**src/design/pieb_pkg.sv**
```systemverilog
// package: register map, field layout and types of the irq enable bank
package pieb_pkg;

  localparam int unsigned DATA_W = 8;
  localparam int unsigned ADDR_W = 4;
  localparam int unsigned EV_W   = 3;

  // register offsets
  localparam logic [3:0] OFS_ENABLE   = 4'h0;
  localparam logic [3:0] OFS_CTRL     = 4'h1;
  localparam logic [3:0] OFS_PENDING  = 4'h2;
  localparam logic [3:0] OFS_REQ      = 4'h3;
  localparam logic [3:0] OFS_IRQ_STAT = 4'h4;
  localparam logic [3:0] OFS_IRQ_MASK = 4'h5;

  // enable mask bit positions
  localparam int unsigned BIT_NV_WRITE_DONE   = 7;
  localparam int unsigned BIT_CONVERTER_DONE  = 6;
  localparam int unsigned BIT_SERIAL_RX       = 5;
  localparam int unsigned BIT_SERIAL_TX       = 4;
  localparam int unsigned BIT_SYNC_SERIAL     = 3;
  localparam int unsigned BIT_CAPTURE_COMPARE = 2;
  localparam int unsigned BIT_PERIOD_MATCH    = 1;
  localparam int unsigned BIT_TIMER_OVERFLOW  = 0;

  // control register field
  localparam int unsigned CTRL_GLOBAL_BIT = 0;

  // interrupt status / mask event positions
  localparam int unsigned EV_REQ_RISE = 0;
  localparam int unsigned EV_REQ_FALL = 1;
  localparam int unsigned EV_BLOCKED  = 2;

  // reset values
  localparam logic [7:0] RST_ENABLE   = 8'h00;
  localparam logic       RST_GLOBAL   = 1'b0;
  localparam logic [2:0] RST_IRQ_STAT = 3'h0;
  localparam logic [2:0] RST_IRQ_MASK = 3'h0;
  localparam logic [7:0] RST_RDATA    = 8'h00;

  typedef struct packed {
    logic       wr;
    logic       rd;
    logic [3:0] addr;
    logic [7:0] wdata;
  } pieb_bus_t;

  typedef struct packed {
    logic [7:0] enable;
    logic       global_en;
    logic [2:0] irq_stat;
    logic [2:0] irq_mask;
    logic [7:0] rdata;
    logic       periph_req;
    logic [7:0] req_vec;
    logic       irq;
  } pieb_state_t;

endpackage : pieb_pkg

```
**src/design/pieb_bank.sv**
```systemverilog
// peripheral irq enable bank: mask register, gating and interrupt status
//
// How it works
// - no request unless global peripheral enable set
// - bit 7 gates nonvolatile write done
// - bit 6 gates converter done
// - bit 5 gates serial receive
// - bit 4 gates serial transmit
// - bit 3 gates synchronous serial port
// - bit 2 gates capture compare unit
// - bit 1 gates period match
// - bit 0 gates timer overflow
//
// Implementation choices: strobed register access and the address map.
`timescale 1ns/1ps
`default_nettype none
module pieb_bank
  import pieb_pkg::*;
#(
  parameter int unsigned NSRC = 8
) (
  input  wire logic        CLK,
  input  wire logic        RST,
  input  wire logic        CE,
  input  wire logic [3:0]  ADDR,
  input  wire logic [7:0]  WDATA,
  input  wire logic        WR,
  input  wire logic        RD,
  output logic      [7:0]  RDATA,
  input  wire logic [7:0]  SRC_FLAGS,
  output logic      [7:0]  REQ_VEC,
  output logic             PERIPH_REQ,
  output logic             GLOBAL_EN,
  output logic             IRQ
);

  // the bit map is fixed by the register layout
  if (NSRC != DATA_W) begin : g_bad_nsrc
    $error("pieb_bank: NSRC must equal the register width");
  end

  pieb_state_t s_q;
  pieb_state_t s_d;
  pieb_bus_t   bus;

  logic [7:0] eff_en;
  logic [7:0] gated;
  logic       any_enabled;
  logic       req;
  logic [2:0] ev;
  logic [2:0] clr;

  function automatic logic hit(
    input pieb_bus_t b,
    input logic [3:0] ofs
  );
    hit = (b.addr == ofs);
  endfunction : hit

  function automatic logic [2:0] sticky(
    input logic [2:0] cur,
    input logic [2:0] set,
    input logic [2:0] clear
  );
    // a set in the clear cycle wins, so no event is lost
    sticky = (cur & ~clear) | set;
  endfunction : sticky

  always_comb begin
    bus.wr    = WR;
    bus.rd    = RD;
    bus.addr  = ADDR;
    bus.wdata = WDATA;
  end

  // per-source enables
  always_comb begin
    eff_en = '0;
    eff_en[BIT_NV_WRITE_DONE] =
      s_q.enable[BIT_NV_WRITE_DONE];
    eff_en[BIT_CONVERTER_DONE] =
      s_q.enable[BIT_CONVERTER_DONE];
    eff_en[BIT_SERIAL_RX] =
      s_q.enable[BIT_SERIAL_RX];
    eff_en[BIT_SERIAL_TX] =
      s_q.enable[BIT_SERIAL_TX];
    eff_en[BIT_SYNC_SERIAL] =
      s_q.enable[BIT_SYNC_SERIAL];
    eff_en[BIT_CAPTURE_COMPARE] =
      s_q.enable[BIT_CAPTURE_COMPARE];
    eff_en[BIT_PERIOD_MATCH] =
      s_q.enable[BIT_PERIOD_MATCH];
    eff_en[BIT_TIMER_OVERFLOW] =
      s_q.enable[BIT_TIMER_OVERFLOW];
  end

  pieb_gate #(
    .W (NSRC)
  ) u_gate (
    .flags       (SRC_FLAGS),
    .enable      (eff_en),
    .global_en   (s_q.global_en),
    .gated       (gated),
    .any_enabled (any_enabled),
    .req         (req)
  );

  // events seen by the interrupt status register
  always_comb begin
    ev = '0;
    ev[EV_REQ_RISE] = req & ~s_q.periph_req;
    ev[EV_REQ_FALL] = ~req & s_q.periph_req;
    // enabled source held back only by the global bit
    ev[EV_BLOCKED]  = any_enabled & ~s_q.global_en;
  end

  // write-one-to-clear on the status register
  always_comb begin
    clr = '0;
    if (bus.wr && hit(bus, OFS_IRQ_STAT)) begin
      clr = bus.wdata[2:0];
    end
  end

  always_comb begin
    s_d = s_q;

    // mask and control writes
    if (bus.wr) begin
      case (bus.addr)
        OFS_ENABLE: begin
          s_d.enable = bus.wdata;
        end
        OFS_CTRL: begin
          s_d.global_en = bus.wdata[CTRL_GLOBAL_BIT];
        end
        OFS_IRQ_MASK: begin
          s_d.irq_mask = bus.wdata[2:0];
        end
        default: begin
          s_d.enable = s_q.enable;
        end
      endcase
    end

    s_d.irq_stat = sticky(s_q.irq_stat, ev, clr);

    // read data stands only in the cycle after the read strobe
    s_d.rdata = RST_RDATA;
    if (bus.rd) begin
      case (bus.addr)
        OFS_ENABLE: begin
          s_d.rdata = s_q.enable;
        end
        OFS_CTRL: begin
          s_d.rdata = {7'h00, s_q.global_en};
        end
        OFS_PENDING: begin
          s_d.rdata = SRC_FLAGS;
        end
        OFS_REQ: begin
          s_d.rdata = s_q.req_vec;
        end
        OFS_IRQ_STAT: begin
          s_d.rdata = {5'h00, s_q.irq_stat};
        end
        OFS_IRQ_MASK: begin
          s_d.rdata = {5'h00, s_q.irq_mask};
        end
        default: begin
          s_d.rdata = RST_RDATA;
        end
      endcase
    end

    // registered outputs cost one cycle of latency
    s_d.req_vec    = gated;
    s_d.periph_req = req;
    s_d.irq = |(sticky(s_q.irq_stat, ev, clr) & s_q.irq_mask);
  end

  always_ff @(posedge CLK) begin
    if (RST) begin
      s_q.enable     <= RST_ENABLE;
      s_q.global_en  <= RST_GLOBAL;
      s_q.irq_stat   <= RST_IRQ_STAT;
      s_q.irq_mask   <= RST_IRQ_MASK;
      s_q.rdata      <= RST_RDATA;
      s_q.periph_req <= 1'b0;
      s_q.req_vec    <= 8'h00;
      s_q.irq        <= 1'b0;
    end else if (CE) begin
      s_q <= s_d;
    end
  end

  assign RDATA      = s_q.rdata;
  assign REQ_VEC    = s_q.req_vec;
  assign PERIPH_REQ = s_q.periph_req;
  assign GLOBAL_EN  = s_q.global_en;
  assign IRQ        = s_q.irq;

endmodule : pieb_bank
`default_nettype wire

```
**src/design/pieb_gate.sv**
```systemverilog
// request gate: per-source enable, then global enable
`timescale 1ns/1ps
`default_nettype none
module pieb_gate
  import pieb_pkg::*;
#(
  parameter int unsigned W = 8
) (
  input  wire logic [W-1:0] flags,
  input  wire logic [W-1:0] enable,
  input  wire logic         global_en,
  output logic      [W-1:0] gated,
  output logic              any_enabled,
  output logic              req
);

  if (W < 1) begin : g_bad_w
    $error("pieb_gate: W must be at least 1");
  end

  // each flag passes only with its own enable and the global one
  always_comb begin
    gated       = flags & enable;
    any_enabled = |gated;
    req         = any_enabled & global_en;
    if (!global_en) begin
      gated = '0;
    end
  end

endmodule : pieb_gate
`default_nettype wire

```
**config.mk**
```make
export PLATFORM = sky130hd
export DESIGN_NAME = pieb_bank
export DESIGN_NICKNAME = d
export VERILOG_FILES = /design/src/design/pieb_pkg.sv /design/src/design/pieb_bank.sv /design/src/design/pieb_gate.sv
export SDC_FILE = /design/constraint.sdc
export NUM_CORES = 1
export LEC_CHECK = 0
export ABC_AREA = 1
export BUFFER_PORTS_ARGS = -buffer_cell sky130_fd_sc_hd__clkbuf_2
export CAP_MARGIN = 20
export CORE_AREA = 2 2 64 66
export CTS_CLUSTER_SIZE = 16
export DETAILED_ROUTE_END_ITERATION = 6
export DIE_AREA = 0 0 66 68
export GPL_TIMING_DRIVEN = 0
export PLACE_DENSITY = 0.72
export REMOVE_ABC_BUFFERS = 1
export SYNTH_ARGS = -nofsm -noshare
export SYNTH_HDL_FRONTEND = slang
export SYNTH_SLANG_ARGS = --single-unit
```
**constraint.sdc**
```tcl
create_clock -name CLK -period 1 [get_ports CLK]
set_input_delay 0.15 -clock CLK [delete_from_list [all_inputs] [get_ports CLK]]
set_output_delay 0.15 -clock CLK [all_outputs]
set_load 0.03 [all_outputs]
```
==> Word level (Yosys, flattened, before mapping) <==
Cells that the tools add are included.
{ "totals": {"regBits": 33, "in_bits": 25, "output_inout_bits": 19, "elab_cells": 36} }
{ "classes": {"eq_ne": 5, "muxes": 4, "n_bitwise": 12, "n_reduce_logical": 7} }
{ "op_table": {"columns": ["op", "count"], "rows": [
  ["one-hot mux 8 bit (6 select lines)", 1],
  ["two-way mux 8 bit", 2],
  ["AND reduction 3 bit", 3],
  ["AND 8 bit", 1],
  ["== test 4 x 2 -> 1 bit, second input constant", 2],
  ["== test 4 x 3 -> 1 bit, second input constant", 2],
  ["OR reduction 8 bit", 1],
  ["AND 3 bit", 2],
  ["AND 1 bit", 4],
  ["== test 4 x 1 -> 1 bit, second input constant", 1],
  ["zero test 4 bit", 1],
  ["two-way mux 3 bit", 1],
  ["inverter 1 bit", 3],
  ["inverter 3 bit", 1],
  ["OR 3 bit", 1],
  ["OR reduction 3 bit", 1],
  ["logical AND 1 bit", 1]
]} }

==> Depth between registers and ports, before layout <==
{ "depth": {"depth_word": 8, "mapped_depth": 11, "mapped_depth_nobuf": 11} }

==> Cells and area by module <==
A second synthesis with hierarchy kept.
{ "unflattened": {"cells_unflattened": 268, "hier_area_um2": 1764.2} }
{ "modules_own_cells": {"columns": ["module", "n_inst", "cells_each", "area_per_inst_um2", "seq_area_each_um2"], "rows": [
  ["pieb_bank", 1, 243, 1669.1, 660.6],
  ["pieb_gate", 1, 25, 95.1, 0.0]
]} }

==> Worst setup path before layout <==
OpenSTA, ideal clock, no wires.
{ "synth_timing": {"kind": "reg-to-reg", "from": "reg, netlist name GLOBAL_EN", "to": "reg s_q (netlist bit IRQ)", "setup_time_ns": 0.117, "t_arrival_ns": 0.979, "required_time_ns": 0.883, "slack_ns": -0.097, "stages_incl_launch_ff": 8, "path_buffers": 0, "period_less_slack_ns": 1.097, "cell_sequence": "dfxtp_1 -> inv_1 -> nand2_1 -> nand2_1 -> nand2_1 -> nand2_1 -> nor2_1 -> nor2_1"} }
{ "synth_via": {"elab_chain_len": 6, "word_cells_on_any_way": 9, "classes_between": "bitwise (8); reduce/logical (1)"} }
{ "synth_lines": {"columns": ["element", "line", "text"], "rows": [
  ["AND 1 bit", "pieb_gate.sv:25", "req = any_enabled & global_en;"],
  ["inverter 1 bit", "pieb_bank.sv:112", "ev[EV_REQ_FALL] = ~req & s_q.periph_req;"],
  ["AND 1 bit", "pieb_bank.sv:112", null],
  ["OR 3 bit *", "pieb_bank.sv:66", "sticky = (cur & ~clear) | set;"],
  ["AND 3 bit *", "pieb_bank.sv:179", "s_d.irq = |(sticky(s_q.irq_stat, ev, clr) & s_q.irq_mask);"],
  ["OR reduction 3 bit *", "pieb_bank.sv:179", null],
  ["end: declaration", "pieb_bank.sv:42", "pieb_state_t s_q;"]
]} }
Mark *: on every way between the ends. The rest lies on a longest branch, timed or not.
A chain may end at the register's enable or synchronous reset.

==> Final worst setup path <==
{ "layout_timing": {"from": "reg, netlist name eff_en[7]", "to": "reg s_q (netlist bit IRQ)"} }
{ "layout_via": {"elab_chain_len": 8, "word_cells_on_any_way": 10, "classes_between": "bitwise (8); reduce/logical (2)"} }
{ "layout_lines": {"columns": ["element", "line", "text"], "rows": [
  ["AND 8 bit *", "pieb_gate.sv:23", "gated = flags & enable;"],
  ["OR reduction 8 bit *", "pieb_gate.sv:24", "any_enabled = |gated;"],
  ["AND 1 bit", "pieb_gate.sv:25", null],
  ["inverter 1 bit", "pieb_bank.sv:112", null],
  ["AND 1 bit", "pieb_bank.sv:112", null],
  ["OR 3 bit *", "pieb_bank.sv:66", null],
  ["AND 3 bit *", "pieb_bank.sv:179", null],
  ["OR reduction 3 bit *", "pieb_bank.sv:179", null]
]} }
Marked as above.

==> results.md <==
- FILL cells: 384
- Hold Path Cell Cnt: 3
- Top-area cell type share of the netlist area: 39.0%
- Clk_lat worst skew: 0.29 ns
- Cell taking the most area after synthesis: dfxtp_1
- Layout cells sized above 1: 34.9%
- Final hold vios: 0
- Hold WC Path Type: input pin to flip-flop
- Kind of critical path: flip-flop to flip-flop
- Cell Area, Synth: 1690 sq um
- Final #Nets: 325
- Net Sw Frac: 27.4%
- Vias: 1771
- Grt total ovfl: 0
- Worst Path Arrival: 1.37 ns
- Metal-1 WL: 1950 um
- H-tree depth: 2
- Reg-to-reg startpoint: eff_en[7]
- Endpoint class of the critical path: flip-flop
- CTS Root Buffer Type: clkbuf_8
- CTS Buffer Depth: 2
- Max-slew violation count: 0
- R2R Setup Slk: -0.18 ns
- Syn Area/Cell: 6.41 sq um
- Worst endpoint required time: 1.19 ns
- Detailed placement HPWL: 2960 um
- Worst-path fanout max: 3
- Clock skew: 0.00304 ns
- Normalized max-slew margin: 50.3%
- Unique masters post-synth: 14
- RSZ-0062 raised after global routing: yes
- Min-delay src: WDATA[6]
- Post-route cell area: 2160 sq um
- CTS tree: done
- Maxcap violations: 0
- Initial Util: 43.9%
- Sequential power share: 51.1%
- Clock transition at the registers of the reported paths: 0.07 ns
- PwrDens: 1220 nW/um^2
- Cells after synthesis: 264
- Slew @ Worst Pin: 0.744 ns
- Port Buffers: 43
- Largest net degree at the start of global routing: 26
- Die height: 68 um
- R2r worst-path depth: 10
- Met2 WL post-DR: 2190 um
- CTS Hold Buffers Added: 0
- Clock Sinks: 33
- Number of global-route vias before repair: 1539
- Setup TNS: -0.655 ns
- Combinational share of power: 10.8%
- Max VDD drop: 668 uV
- Pre-Repair DR Iteration Count: 4
- Fin crit share: 118%
- Routed Antenna Nets: 0
- Leakage power: 0.000960 uW
- First-pass GRT wire length: 6880 um
- DRC: 0
- Setup WS post-layout: -0.179 ns
- WL/cell: 12.8 um
- Post-DR vias/cell: 5.05
- GRT Util Overall: 20.3%
- Finished Layout Cells: 351
- Clock power share: 38.1%
- Placed Instance Area: 1820 sq um
- Core Box Area: 3860 sq um
- Routed WL: 4490 um
- Dpl ws: -0.469 ns
- YS warnings: 0
- Status: finished, violations left
- # rows: 23
- Width of the die: 66 um
- CP startpoint kind: flip-flop
- DR top layer: met4
- Placed Cells: 335
- Hold slack: 0.101 ns
- Diodes inserted: 0
- Switch Pwr: 720 uW
- Internal cell power: 1910 uW
- Initial antenna violation count: 0
- Metal3 WL: 245 um
- Initial drt markers: 106
- Final setup violation count: 13
- Top cells by area, synth: dfxtp_1 (39%), nand2_1 (19%), a21oi_1 (9.8%), buf_4 (7.5%), nor2_1 (6.2%)
- Failing checks: setup timing
- Final GP Congestion: 0.816
- Peak Freq: 848 MHz
- Hold endpoint: eff_en[6]
- Yosys reg bits: 33
- Ports: 44
- Synth-to-layout area growth: 27.5%
- CTS buffer count: 5
- Seq/Total Area, Yosys: 39.0%
- R2R Path End: IRQ
- Period minus WS final: 1.18 ns
- Die ar.: 4490 sq um
sequential cells by signal, indices dropped and copies added, names as in the netlist:
register,flops
eff_en,8
RDATA,8
GLOBAL_EN,1
PERIPH_REQ,1
s_q,6
REQ_VEC,8
IRQ,1
stage by stage:
step	power [uW]	util, %
final	2630	56.0
after global routing	2720	56.0
after CTS	2610	53.5
after detailed placement	1600	47.3
after global placement	1600	47.3
after floorplan	1490	-
metal layers:
| layer | up-vias | GRT usage [%] |
|---|---|---|
| met4 | 0 | 10.2 |
| met2 | 57 | 33.2 |
| met3 | 10 | 3.78 |
| met1 | 812 | 25.9 |
| met5 | - | 0 |
| li1 | 892 | - |
power by group through the flow:
| stage | Sequential (uW) | Combinational (uW) | Clock (uW) |
|---|---|---|---|
| 6_report | 1340 | 284 | 1000 |
| 5_1_grt | 1340 | 314 | 1060 |
| 4_1_cts | 1340 | 250 | 1010 |
| 3_5_place_dp | 1370 | 232 | 0 |
| 3_3_place_gp | 1370 | 230 | 0 |
| 2_1_floorplan | 1380 | 104 | 0 |
what timing repair did:
action	4_1_cts	5_1_grt
cloned	0	0
setup buffers	7	1
pin swaps	9	8
resized for setup	41	50
setup endpoints to repair	38	40
how the worst max path moves through the flow:
| stage | end | start | slack, ns | cells past startpoint |
|---|---|---|---|---|
| 2_1_floorplan | IRQ | GLOBAL_EN | -0.1 | 7 |
| 3_3_place_gp | RDATA[6] | ADDR[3] | -0.46 | 6 |
| 3_5_place_dp | RDATA[6] | ADDR[3] | -0.47 | 6 |
| 4_1_cts | IRQ | eff_en[5] | -0.14 | 10 |
| 5_1_grt | IRQ | eff_en[7] | -0.27 | 11 |
| 6_report | IRQ | eff_en[7] | -0.18 | 10 |
worst max-delay path: stages, from the launching register on:
cell and delay (ns):
dfxtp_2 0.32, nand2_1 0.07, nand2_1 0.08, nor2_2 0.16
nand2_4 0.08, nand3_1 0.07, nand2_1 0.07, nand2_1 0.06
nand2_1 0.05, nor2_1 0.08, nor2_1 0.04
cells in the mapped netlist, drive strengths merged:
master / number
clkbuf: 5
o211ai: 2
dfxtp: 33
inv: 28
nor2: 29
a21oi: 33
o21ai: 17
nand3: 12
nand2: 86
nor3: 2
buf: 17
kinds of logic after synthesis:
family	share of synthesized area, %
and+or+nand+nor	30.5
AOI/OAI and AO/OA	15.7
buffers and inverters	14.9
DFF	39.0
layout make-up:
type	count	area [sq um]	share of cell area [%]
clock buffer	6	72.6	3.36
clock inverter	2	10.0	0.464
inverter	28	113	5.22
multi-input combinational	181	880	40.8
sequential	33	679	31.5
tap	50	62.6	2.90
timing repair buffer	51	342	15.8
placed cells by master, fill, tap and decap left out:
cell type | netlist | routed
inv_2 | 2 | 4
buf_6 | 0 | 3
inv_4 | 0 | 3
clkinv_2 | 0 | 2
a21oi_1 | 33 | 32
clkbuf_8 | 0 | 9
nand3_2 | 0 | 2
clkbuf_1 | 5 | 1
dfxtp_1 | 33 | 20
nor2_2 | 1 | 3
o21ai_1 | 0 | 5
o211ai_1 | 2 | 2
nor3_1 | 1 | 1
inv_1 | 26 | 21
nand2_1 | 86 | 69
nor3_4 | 1 | 1
nor2_1 | 28 | 23
buf_2 | 0 | 4
buf_4 | 17 | 13
dfxtp_2 | 0 | 12
nand3_1 | 12 | 10
nor2_4 | 0 | 3
o21ai_0 | 17 | 12
nand2_2 | 0 | 14
nand2_4 | 0 | 3
clkbuf_2 | 0 | 27
a21oi_2 | 0 | 1
dfxtp_4 | 0 | 1
(Power assumes the default switching activity.)
